**src/crc_pkg.sv**
```systemverilog
package crc_pkg;
  localparam int unsigned DATA_W = 32;
  localparam int unsigned CRC_W = 16;
  localparam int unsigned FIFO_MAX = 16;
  localparam logic [4:0] DEPTH_LONG = 5'h08;
  localparam logic [4:0] DEPTH_SHORT = 5'h10;
  localparam logic [3:0] LEN_LONG_MIN = 4'h7;
  localparam logic [11:0] ADDR_CTRL = 12'h000;
  localparam logic [11:0] ADDR_STAT = 12'h004;
  localparam logic [11:0] ADDR_POLY = 12'h008;
  localparam logic [11:0] ADDR_DATA = 12'h00c;
  localparam logic [11:0] ADDR_RESULT = 12'h010;
  localparam int unsigned CTRL_GO = 0;
  localparam int unsigned CTRL_IDLE_STOP = 1;
  localparam int unsigned CTRL_LEN_LSB = 8;
  localparam logic [3:0] LEN_RESET = 4'h0;
  localparam logic [CRC_W-1:0] POLY_RESET = 16'h0000;
  localparam logic [CRC_W-1:0] CRC_RESET = 16'h0000;
  localparam logic [4:0] COUNT_RESET = 5'h00;

  typedef struct packed {
    logic [CRC_W-1:0] data;
    logic [3:0] len;
  } word_t;

  function automatic logic [4:0] fifo_depth(input logic [3:0] len);
    fifo_depth = (len > LEN_LONG_MIN) ? DEPTH_LONG : DEPTH_SHORT;
  endfunction
endpackage

```
**src/crc_fifo_shift_engine.sv**
```systemverilog
// Our own choices: the APB slave port and the register offsets.
`timescale 1ns/10ps
// Functional notes
// - shifting only happens while shift_go is one.
// - fifo depth 8 when length field above 7, else 16.
// - count increments by one when a word is written.
// - shifter runs while go set and count nonzero.
// - count decrements when a word's last bit is shifted.
// - each word takes length+1 shift clocks.
// - full flag set when count equals depth.
// - empty flag set when count is zero.
// - write while full wraps count to zero, no interrupt.
// - interrupt pulse when count goes one to zero by shifting.
// - sleep freezes draining and shifting, while bus writes other than the result clear still land; resumes afterwards.
// - idle stops module only if idle_stop_control set; events still pass.
module crc_fifo_shift_engine
  import crc_pkg::*;
(
  input wire logic pclk,
  input wire logic presetn,
  input wire logic ce,
  input wire logic sleep_req,
  input wire logic idle_req,
  input wire logic psel,
  input wire logic penable,
  input wire logic pwrite,
  input wire logic [11:0] paddr,
  input wire logic [DATA_W-1:0] pwdata,
  output logic [DATA_W-1:0] prdata,
  output logic pready,
  output logic pslverr,
  output logic crc_irq
);
  logic shift_go;
  logic idle_stop_control;
  logic [3:0] poly_length_field;
  logic [CRC_W-1:0] poly;
  logic [4:0] valid_word_count;
  logic fifo_full_flag;
  logic fifo_empty_flag;
  logic [DATA_W-1:0] next_prdata;
  logic next_pslverr;
  logic next_irq;
  logic next_go;
  logic next_idle_stop;
  logic [3:0] next_len;
  logic [CRC_W-1:0] next_poly;
  logic [4:0] next_count;
  logic run;
  logic wr;
  logic rd;
  logic data_wr;
  logic clear_crc;
  logic skid_in_ready;
  logic skid_out_valid;
  logic eng_ready;
  logic word_done;
  logic wrap;
  word_t in_word;
  word_t skid_word;
  logic [CRC_W-1:0] crc;
  logic setup;
  logic push;
  logic pop;
  logic [16:0] len_mask;
  logic [3:0] wptr;
  logic [3:0] next_wptr;
  logic [3:0] rptr;
  logic [3:0] next_rptr;
  logic [4:0] stored;
  logic [4:0] next_stored;
  word_t store [FIFO_MAX];
  word_t next_store [FIFO_MAX];
  word_t head_word;
  logic head_valid;

  // one map decode used only by the error check; the register paths decode in their own case
  function automatic logic mapped(input logic [11:0] a);
    mapped = (a == ADDR_CTRL) || (a == ADDR_STAT) || (a == ADDR_POLY) ||
      (a == ADDR_DATA) || (a == ADDR_RESULT);
  endfunction

  // frozen in sleep or in idle with stop set; bus side still answers
  assign run = ce && !sleep_req && !(idle_req && idle_stop_control);
  assign wr = psel && penable && pwrite;
  // reads and errors decode in setup so the answer stands at the access edge
  assign setup = psel && !penable;
  assign rd = setup && !pwrite;
  assign data_wr = wr && (paddr == ADDR_DATA);
  assign wrap = data_wr && fifo_full_flag;
  assign push = data_wr && !fifo_full_flag && (stored != DEPTH_SHORT);
  assign len_mask = (17'h00002 << poly_length_field) - 17'h00001;
  assign in_word.data = pwdata[CRC_W-1:0] & len_mask[CRC_W-1:0];
  // words wait here until go, so a roll-over can still flush them
  assign head_valid = (stored != COUNT_RESET) && shift_go;
  assign head_word = store[rptr];
  assign pop = run && head_valid && skid_in_ready;
  assign in_word.len = poly_length_field;
  assign clear_crc = wr && (paddr == ADDR_RESULT);
  assign fifo_full_flag = (valid_word_count >= fifo_depth(poly_length_field));
  assign fifo_empty_flag = (valid_word_count == COUNT_RESET);

  crc_skid u_skid (
    .pclk(pclk),
    .presetn(presetn),
    .ce(run),
    .in_valid(head_valid),
    .in_ready(skid_in_ready),
    .in_word(head_word),
    .out_valid(skid_out_valid),
    .out_ready(eng_ready),
    .out_word(skid_word)
  );

  crc_shifter u_shift (
    .pclk(pclk),
    .presetn(presetn),
    .ce(run),
    .go(shift_go),
    .poly(poly),
    .clear(clear_crc),
    .in_valid(skid_out_valid),
    .in_ready(eng_ready),
    .in_word(skid_word),
    .word_done(word_done),
    .crc(crc)
  );

  // storage proper; skid and engine hold at most three more words and the
  // count covers them all, so the store cannot overflow
  always_comb begin
    next_store = store;
    next_wptr = wptr;
    next_rptr = rptr;
    next_stored = stored;
    if (wrap) begin
      // roll-over drops what waits here; a word already in the engine
      // still finishes, a known limitation
      next_wptr = 4'h0;
      next_rptr = 4'h0;
      next_stored = COUNT_RESET;
    end else begin
      if (push) begin
        next_store[wptr] = in_word;
        next_wptr = wptr + 4'h1;
      end
      if (pop) begin
        next_rptr = rptr + 4'h1;
      end
      next_stored = stored + {4'h0, push} - {4'h0, pop};
    end
  end

  always_ff @(posedge pclk or negedge presetn) begin
    if (!presetn) begin
      wptr <= 4'h0;
      rptr <= 4'h0;
      stored <= COUNT_RESET;
      for (int i = 0; i < FIFO_MAX; i++) begin
        store[i] <= '0;
      end
    end else if (ce && (run || data_wr)) begin
      wptr <= next_wptr;
      rptr <= next_rptr;
      stored <= next_stored;
      store <= next_store;
    end
  end

  // count tracks words not yet fully shifted, wherever they sit
  always_comb begin
    next_count = valid_word_count;
    next_irq = 1'b0;
    if (wrap) begin
      next_count = COUNT_RESET;
    end else begin
      if (push) begin
        next_count = next_count + 5'h01;
      end
      if (word_done && run && (valid_word_count != COUNT_RESET)) begin
        next_count = next_count - 5'h01;
        next_irq = (valid_word_count == 5'h01) && !push;
      end
    end
  end

  always_comb begin
    next_go = shift_go;
    next_idle_stop = idle_stop_control;
    next_len = poly_length_field;
    next_poly = poly;
    next_prdata = '0;
    next_pslverr = 1'b0;
    if (wr) begin
      case (paddr)
        ADDR_CTRL: begin
          next_go = pwdata[CTRL_GO];
          next_idle_stop = pwdata[CTRL_IDLE_STOP];
          next_len = pwdata[CTRL_LEN_LSB +: 4];
        end
        ADDR_POLY: next_poly = pwdata[CRC_W-1:0];
        ADDR_DATA, ADDR_RESULT: begin
        end
        default: begin
        end
      endcase
    end
    if (setup && !mapped(paddr)) begin
      next_pslverr = 1'b1;
    end
    if (rd) begin
      case (paddr)
        ADDR_CTRL: begin
          next_prdata[CTRL_GO] = shift_go;
          next_prdata[CTRL_IDLE_STOP] = idle_stop_control;
          next_prdata[CTRL_LEN_LSB +: 4] = poly_length_field;
        end
        ADDR_STAT: next_prdata[6:0] = {fifo_empty_flag, fifo_full_flag, valid_word_count};
        ADDR_POLY: next_prdata[CRC_W-1:0] = poly;
        ADDR_DATA, ADDR_RESULT: next_prdata[CRC_W-1:0] = crc;
        default: next_prdata = '0;
      endcase
    end
  end

  always_ff @(posedge pclk or negedge presetn) begin
    if (!presetn) begin
      shift_go <= 1'b0;
      idle_stop_control <= 1'b0;
      poly_length_field <= LEN_RESET;
      poly <= POLY_RESET;
      valid_word_count <= COUNT_RESET;
      crc_irq <= 1'b0;
      prdata <= '0;
      pslverr <= 1'b0;
      pready <= 1'b0;
    end else if (ce) begin
      shift_go <= next_go;
      idle_stop_control <= next_idle_stop;
      poly_length_field <= next_len;
      poly <= next_poly;
      if (run || wr) begin
        valid_word_count <= next_count;
      end
      crc_irq <= next_irq;
      prdata <= next_prdata;
      pslverr <= next_pslverr;
      pready <= psel && !penable;
    end
  end
endmodule // crc_fifo_shift_engine

```
**src/crc_skid.sv**
```systemverilog
`timescale 1ns/10ps
module crc_skid
  import crc_pkg::*;
(
  input wire logic pclk,
  input wire logic presetn,
  input wire logic ce,
  input wire logic in_valid,
  output logic in_ready,
  input wire word_t in_word,
  output logic out_valid,
  input wire logic out_ready,
  output word_t out_word
);
  logic [1:0] fill;
  logic [1:0] next_fill;
  word_t slot [2];
  word_t next_slot [2];
  logic push;
  logic pop;

  // two entries so a stalled engine never drops a word
  always_comb begin
    push = in_valid && (fill != 2'h2);
    pop = out_ready && (fill != 2'h0);
    next_slot = slot;
    next_fill = fill;
    if (pop) begin
      next_slot[0] = slot[1];
    end
    if (push) begin
      next_slot[(pop ? fill - 2'h1 : fill) == 2'h0 ? 0 : 1] = in_word;
    end
    next_fill = fill + {1'b0, push} - {1'b0, pop};
  end

  always_ff @(posedge pclk or negedge presetn) begin
    if (!presetn) begin
      fill <= 2'h0;
      slot[0] <= '0;
      slot[1] <= '0;
    end else if (ce) begin
      fill <= next_fill;
      slot <= next_slot;
    end
  end

  assign in_ready = (fill != 2'h2);
  assign out_valid = (fill != 2'h0);
  assign out_word = slot[0];
endmodule // crc_skid

```
**src/crc_shifter.sv**
```systemverilog
`timescale 1ns/10ps
module crc_shifter
  import crc_pkg::*;
(
  input wire logic pclk,
  input wire logic presetn,
  input wire logic ce,
  input wire logic go,
  input wire logic [CRC_W-1:0] poly,
  input wire logic clear,
  input wire logic in_valid,
  output logic in_ready,
  input wire word_t in_word,
  output logic word_done,
  output logic [CRC_W-1:0] crc
);
  logic busy;
  logic next_busy;
  logic [3:0] bitn;
  logic [3:0] next_bitn;
  word_t cur;
  word_t next_cur;
  logic [CRC_W-1:0] next_crc;
  logic fb;

  always_comb begin
    next_busy = busy;
    next_bitn = bitn;
    next_cur = cur;
    next_crc = crc;
    word_done = 1'b0;
    fb = crc[CRC_W-1] ^ cur.data[bitn];
    in_ready = !busy && go;
    if (clear) begin
      next_crc = CRC_RESET;
    end
    if (!busy && go && in_valid) begin
      next_cur = in_word;
      next_bitn = in_word.len;
      next_busy = 1'b1;
    end else if (busy && go) begin
      // msb first, one bit per clock
      next_crc = {crc[CRC_W-2:0], 1'b0} ^ (fb ? poly : '0);
      if (bitn == 4'h0) begin
        word_done = 1'b1;
        next_busy = 1'b0;
      end else begin
        next_bitn = bitn - 4'h1;
      end
    end
  end

  always_ff @(posedge pclk or negedge presetn) begin
    if (!presetn) begin
      busy <= 1'b0;
      bitn <= 4'h0;
      cur <= '0;
      crc <= CRC_RESET;
    end else if (ce) begin
      busy <= next_busy;
      bitn <= next_bitn;
      cur <= next_cur;
      crc <= next_crc;
    end
  end
endmodule // crc_shifter

```
**config.mk**
```make
export PLATFORM = sky130hd
export DESIGN_NAME = crc_fifo_shift_engine
export DESIGN_NICKNAME = d
export VERILOG_FILES = /design/src/crc_pkg.sv /design/src/crc_fifo_shift_engine.sv /design/src/crc_skid.sv /design/src/crc_shifter.sv
export SDC_FILE = /design/constraint.sdc
export NUM_CORES = 1
export LEC_CHECK = 0
export BUFFER_PORTS_ARGS = -buffer_cell sky130_fd_sc_hd__buf_2
export CAP_MARGIN = 10
export CORE_UTILIZATION = 55
export CTS_CLUSTER_DIAMETER = 200
export DETAILED_ROUTE_END_ITERATION = 12
export PLACE_DENSITY = 0.72
export SYNTH_ARGS = -nofsm -noshare
export SYNTH_HDL_FRONTEND = slang
export SYNTH_SLANG_ARGS = --single-unit
```
**constraint.sdc**
```tcl
create_clock -name pclk -period 9.7 [get_ports pclk]
set_input_delay 0.485 -clock pclk [delete_from_list [all_inputs] [get_ports pclk]]
set_output_delay 0.485 -clock pclk [all_outputs]
set_load 0.05 [all_outputs]
```
# Word-level counts from Yosys, hierarchy flattened

Index checks and enable logic that the tools add are counted.

Flip-flop bits (word level): 474
Input port bits: 52
Logic and storage cells: 197

Add/sub/neg operators: 11
Order comparisons: 8
Equal/unequal tests: 8
Shift-type cells: 1
Multiplexer cells: 47
Bitwise operators: 7
Reductions and logical operators: 62

Operators by type and width:

| cell                                                               | number |
|---|---|
| bitwise mux 320 bit                                                | 1 |
| 2-to-1 mux 20 bit                                                  | 5 |
| binary-select mux 20 bit (select 4 bit)                            | 1 |
| demux 20 bit (select 4 bit)                                        | 1 |
| 2-to-1 mux 16 bit                                                  | 5 |
| bitwise mux 40 bit                                                 | 1 |
| 2-to-1 mux 40 bit                                                  | 1 |
| greater-or-equal comparator 32 x 2 -> 1 bit, second input constant | 1 |
| less-than comparator 32 x 1 -> 1 bit, second input constant        | 1 |
| NOT 32 bit                                                         | 1 |
| 2-to-1 mux 5 bit                                                   | 6 |
| 2-to-1 mux 4 bit                                                   | 7 |
| logical AND 1 bit                                                  | 26 |
| == test 12 x 4 -> 1 bit, second input constant                     | 2 |
| demux 20 bit (select 1 bit)                                        | 1 |
| bitwise AND 16 bit                                                 | 1 |
| left shift 2 x 4 -> 16 bit, first input constant                   | 1 |
| subtractor 16 x 1 -> 16 bit, second input constant                 | 1 |
| bitwise XOR 16 bit                                                 | 1 |
| one-hot mux 5 bit (3 select lines)                                 | 1 |
| AND reduction 3 bit                                                | 5 |
| == test 12 x 3 -> 1 bit, second input constant                     | 1 |
| == test 12 x 5 -> 1 bit, second input constant                     | 1 |
| logical NOT 12 bit                                                 | 1 |
| other kinds (36)                                                   | 71 |

# Depth between registers and ports, before layout

Depth after elaboration: 13
Depth in mapped cells: 17

# Modules after synthesis

A second synthesis with hierarchy kept.

Cell total of the unflattened synthesis: 1690
Area, all modules: 22515.3 sq um

Modules (own cells, without submodules):

| module                | times used | cells each | area an instance (sq um) | seq. area each (sq um) |
|---|---|---|---|---|
| crc_fifo_shift_engine | 1          | 1276       | 18144.9                  | 9484.1 |
| crc_skid              | 1          | 198        | 2197.1                   | 1051.0 |
| crc_shifter           | 1          | 216        | 2173.3                   | 925.9 |

# Worst setup path before layout

OpenSTA, ideal clock, no wires.

Path type: reg2reg
Start: register valid_word_count[3]
End: register valid_word_count[4]
Library setup time: 95 ps
Data arrival time: 3099 ps
Data required time: 9605 ps
Setup slack: 6506 ps
Stages on the path, launching flop included: 14
Path buffers: 2
Period minus slack after synthesis: 3194 ps
Path through: dfrtp_1 > clkbuf_1 > inv_1 > ha_1 > and4b_1 > nor4_4 > and3_1 > buf_2 > mux2i_1 > ha_1 > nor3b_1 > mux2_2 > o21a_1 > o31ai_1

Word-level cells in the longest chain between the ends: 9

Ends and longest elaborated chain:

| element                           | line                         | source |
|---|---|---|
| start: declaration                | crc_fifo_shift_engine.sv:38  | `logic [4:0] valid_word_count;` |
| start signal: assignment          | crc_fifo_shift_engine.sv:243 | `valid_word_count <= next_count;` |
| greater-or-equal comparator 5 bit | crc_fifo_shift_engine.sv:100 | `assign fifo_full_flag = (valid_word_count >= fifo_depth(poly_length_field));` |
| logical NOT 1 bit                 | crc_fifo_shift_engine.sv:91  | `assign push = data_wr && !fifo_full_flag && (stored != DEPTH_SHORT);` |
| logical AND 1 bit (2 in a row)    | crc_fifo_shift_engine.sv:91  |  |
| 2-to-1 mux 5 bit                  | crc_fifo_shift_engine.sv:177 | `if (push) begin` |
| 2-to-1 mux 5 bit                  | crc_fifo_shift_engine.sv:174 | `if (wrap) begin` |
| subtractor 5 x 1 -> 5 bit         | crc_fifo_shift_engine.sv:181 | `next_count = next_count - 5'h01;` |
| 2-to-1 mux 5 bit                  | crc_fifo_shift_engine.sv:180 | `if (word_done && run && (valid_word_count != COUNT_RESET)) begin` |
| 2-to-1 mux 5 bit (*)              | crc_fifo_shift_engine.sv:174 |  |

Mark *: on every way between the ends. The rest lies on a longest branch, timed or not. The select of a mux whose other input is x is not followed.
A chain may end at the register's enable or synchronous reset.

# Final worst setup path

Start: register poly_length_field[3]
End: register store[282] (netlist name)

Word-level cells in the longest chain between the ends: 7

Ends and longest elaborated chain:

| element                                    | line                         | source |
|---|---|---|
| start: declaration                         | crc_fifo_shift_engine.sv:36  | `logic [3:0] poly_length_field;` |
| start signal: assignment                   | crc_fifo_shift_engine.sv:240 | `poly_length_field <= next_len;` |
| greater-than comparator 4 x 3 -> 1 bit (*) | crc_pkg.sv:27                | `fifo_depth = (len > LEN_LONG_MIN) ? DEPTH_LONG : DEPTH_SHORT;` |
| 2-to-1 mux 5 bit (*)                       | crc_pkg.sv:27                |  |
| greater-or-equal comparator 5 bit (*)      | crc_fifo_shift_engine.sv:100 |  |
| logical NOT 1 bit                          | crc_fifo_shift_engine.sv:91  |  |
| logical AND 1 bit (2 in a row)             | crc_fifo_shift_engine.sv:91  |  |
| AND reduction 3 bit (no line) (*)          | --                           |  |
| end signal: assignment                     | crc_fifo_shift_engine.sv:166 | `store <= next_store;` |
| end: declaration                           | crc_fifo_shift_engine.sv:72  | `word_t store [FIFO_MAX];` |

Mark *: on every way between the ends. The rest lies on a longest branch, timed or not.

==> reports/results.md <==
- kind of end point of the critical path: flip-flop
- number of DRC markers in iteration 0: 1573
- number of failing hold endpoints at the final stage: 0
- fill count: 3162
- buffers plus inverters on the worst setup path: 1
- total number of vias: 16.02k
- cell family contributing the most delay on the critical path: simple AND/OR/NAND/NOR gates
- number of unique standard cell types used by synthesis: 71
- weighted congestion reported at the end of routability-driven placement: 0.8800
- flip-flop cell with the highest count after synthesis: sky130_fd_sc_hd__dfrtp_1
- final HPWL from detailed placement: 32.95 mm
- total CTS buffers: 48
- required time worst endpoint: 10.17 ns
- Avg WL per Cell: 21.69 um
- final routed wirelength across all metal layers: 56.08 mm
- core outline area: 38740 sq um
- total clock sinks: 458
- outcome: finished clean
- clock input transition at the sequential cells of the worst setup and hold paths: 0.06 ns
- Period Utilization, post-route: 41.84%
- Total Routing Usage GR: 28.53%
- Layout Nets: 2109
- Setup-failing EPs final: 0
- # Max-Cap Violations: 0
- maximum buffer depth of the clock tree: 3
- static leakage power: 10.42 nW
- detailed-router iteration count before antenna repair: 6
- fraction of registers with async set or reset after synthesis: 100.0%
- number of rows in the core area: 72
- synthesized netlist cell count: 2061
- Initial Util: 55.88%
- sequential cell area fraction in the yosys report: 52.94%
- count of state elements after synthesis: 458
- vias in the first global route: 15.51k
- clock root buffer master: sky130_fd_sc_hd__clkbuf_16
- number of antenna diodes: 0
- number of synthesized flops with an enable pin: 0
- number of H-tree levels: 2
- input/output buffers: 54
- die area: 40160 sq um
- GR Overflow Total: 0
- CTS tree: built
- number of nets with antenna violations after routing: 0
- Die Y-Extent: 200.4 um
- peak supply drop: 0.1325 mV
- signed area change from the synthesized netlist to the final layout: 9.832%
- Post-Layout Inst Area: 23780 sq um
- final non-filler cell total: 2586
- RSZ-0062 raised after global routing: false
- worst stage delay on the critical path: 0.93 ns
- synthesized area divided by synthesized cell count: 10.50 sq um
- Setup TNS: 0 ns
- area occupied by multi-input gates: 9275 sq um
- CP max FO: 36
- number of warnings reported in the yosys synthesis log: 0
- post-route DRC violation count: 0
- shortest clock period the worst path allows after layout: 4.059 ns
- class of the most critical setup path: reg -> reg
- Crit path arrival time: 4.53 ns
- DP Area: 22070 sq um
- wire length of the first global-routing pass: 89.13 mm
- maximum number of pins on one net before global-route repair: 167
- placed insts: 2498
- maximum clock frequency: 246.4 MHz
- kind of start point of the critical path: flip-flop
- number of antenna violations at the first check in global routing: 0
- Layout Skew: 0.02210 ns
- headroom to the max-slew limit: 23.83%
- cell-by-cell trace of the critical path: ha_1 -> and4b_1 -> nor4_4 -> nor4b_4 -> buf_4 -> nand3_2 -> mux2_2
- Slowest-stage cell, CP: sky130_fd_sc_hd__nand3_2
- Cell Area, Synth: 21650 sq um
- Worst Tran Pin Value: 1.143 ns
- path class of the lowest-slack min-delay path: in -> reg
- Post-CTS Setup Inserts: 0
- most frequent cells in the layout: sky130_fd_sc_hd__dfrtp_1, sky130_fd_sc_hd__nand2_1, sky130_fd_sc_hd__o21ai_0
- fin. max-slew vios: 0
- vias per cell: 6.196
- sequential cell area in the final layout: 11470 sq um
- Clock Latency Late Sink: 0.60 ns
- most common library cell in the layout ignoring fill and taps: sky130_fd_sc_hd__dfrtp_1
- width of the die: 200.4 um
- P per Cell Area: 167.9 nW/um^2
- total I/O pin count: 87
- share of layout cells above drive strength 1: 15.72%
==> Yosys cell counts, drive strengths merged, types with 26 or more instances <==
cell	n	share of area [%]
nor2	77	1.3
buf	61	1.7
and3	26	0.75
inv	54	0.94
clkbuf	113	2.0
mux4	44	4.6
o21ai	335	7.7
mux2i	68	3.1
nand2	328	5.7
a21oi	59	1.4
nor3	31	0.74
nand3	34	1.3
dfrtp	458	53
a22oi	31	1.1
mux2	110	5.7
==> power by group <==
group	switching [W]	leakage (nW)	total [W]	internal, W
Sequential	0.00000604	6.29	0.00192	0.00192
Clock	0.000768	0.825	0.00193	0.00116
Combinational	0.000106	3.31	0.000137	0.0000315
==> cell type report <==
| type | instances | share of cell area [%] |
|---|---|---|
| well taps | 518 | 2.726 |
| clock inverters | 14 | 1.005 |
| flip-flops and latches | 458 | 48.23 |
| clock buffers | 71 | 6.052 |
| multi-input cells | 1389 | 39.01 |
| repair buffers | 81 | 2.110 |
| inverters | 55 | 0.8683 |
==> kinds of logic after synthesis <==
logic type	Yosys count	synth area share, %
XOR/XNOR	16	0.6474
flip-flops	458	52.94
adder cells (fa/ha/maj)	24	1.422
multiplexers	222	13.44
other	1	0.01732
buffers and inverters	229	4.566
AND/OR/NAND/NOR	565	12.47
AO/OA/AOI/OAI	546	14.49
==> worst min-delay path: stages <==
cell and delay, ns:
sky130_fd_sc_hd__buf_2 0.11, sky130_fd_sc_hd__nand2_1 0.05, sky130_fd_sc_hd__o21ai_0 0.06
==> sequential cells by signal, summed over array words and instances, names as in the netlist, 5 cells and up <==
signal / cells
store: 320
u_skid.out_word: 20
u_skid.slot: 20
poly: 16
prdata: 16
u_shift.crc: 16
u_shift.cur: 16
stored: 5
valid_word_count: 5
==> path summary, 6_finish.rpt <==
kind                                 startpoint              end  slack, ns  depth (start not counted)
max                        poly_length_field[3]       store[282]       5.64                          7
min                                  pwdata[10]         poly[10]       0.16                          3
max reg2reg                poly_length_field[3]       store[282]       5.64                          7
min reg2reg                          store[286]       store[286]       0.48                          2
max in group asynchronous               presetn  u_shift.cur[14]       6.78                          4
min in group asynchronous               presetn        prdata[7]       0.49                          2
==> per-layer routing <==
metal,vias up,track usage [%],part of all wire (%)
met5,-,0,0
met4,0,10.39,3.3
met3,128,4.588,7.4
met2,583,45.26,47
met1,8055,39.96,42
li1,7258,-,-
==> what timing repair did <==
action	in CTS	in global routing
endpoints found under the hold margin	77	0
hold buffers	1	0
gates resized for setup	0	0
==> stage by stage <==
stage          util, %  hold slack, ns  worst slack [ns]  power (W)
6_report         61.38          0.1622             5.641   0.003992
5_1_grt          61.38          0.1709             5.467   0.004114
4_1_cts          61.33          0.1426             5.713   0.004021
3_5_place_dp     56.97          0.4663             5.711   0.002097
3_3_place_gp     56.97          0.4563             5.776   0.002092
2_1_floorplan        -          0.1894             6.506   0.002031
(Power assumes the default switching activity.)
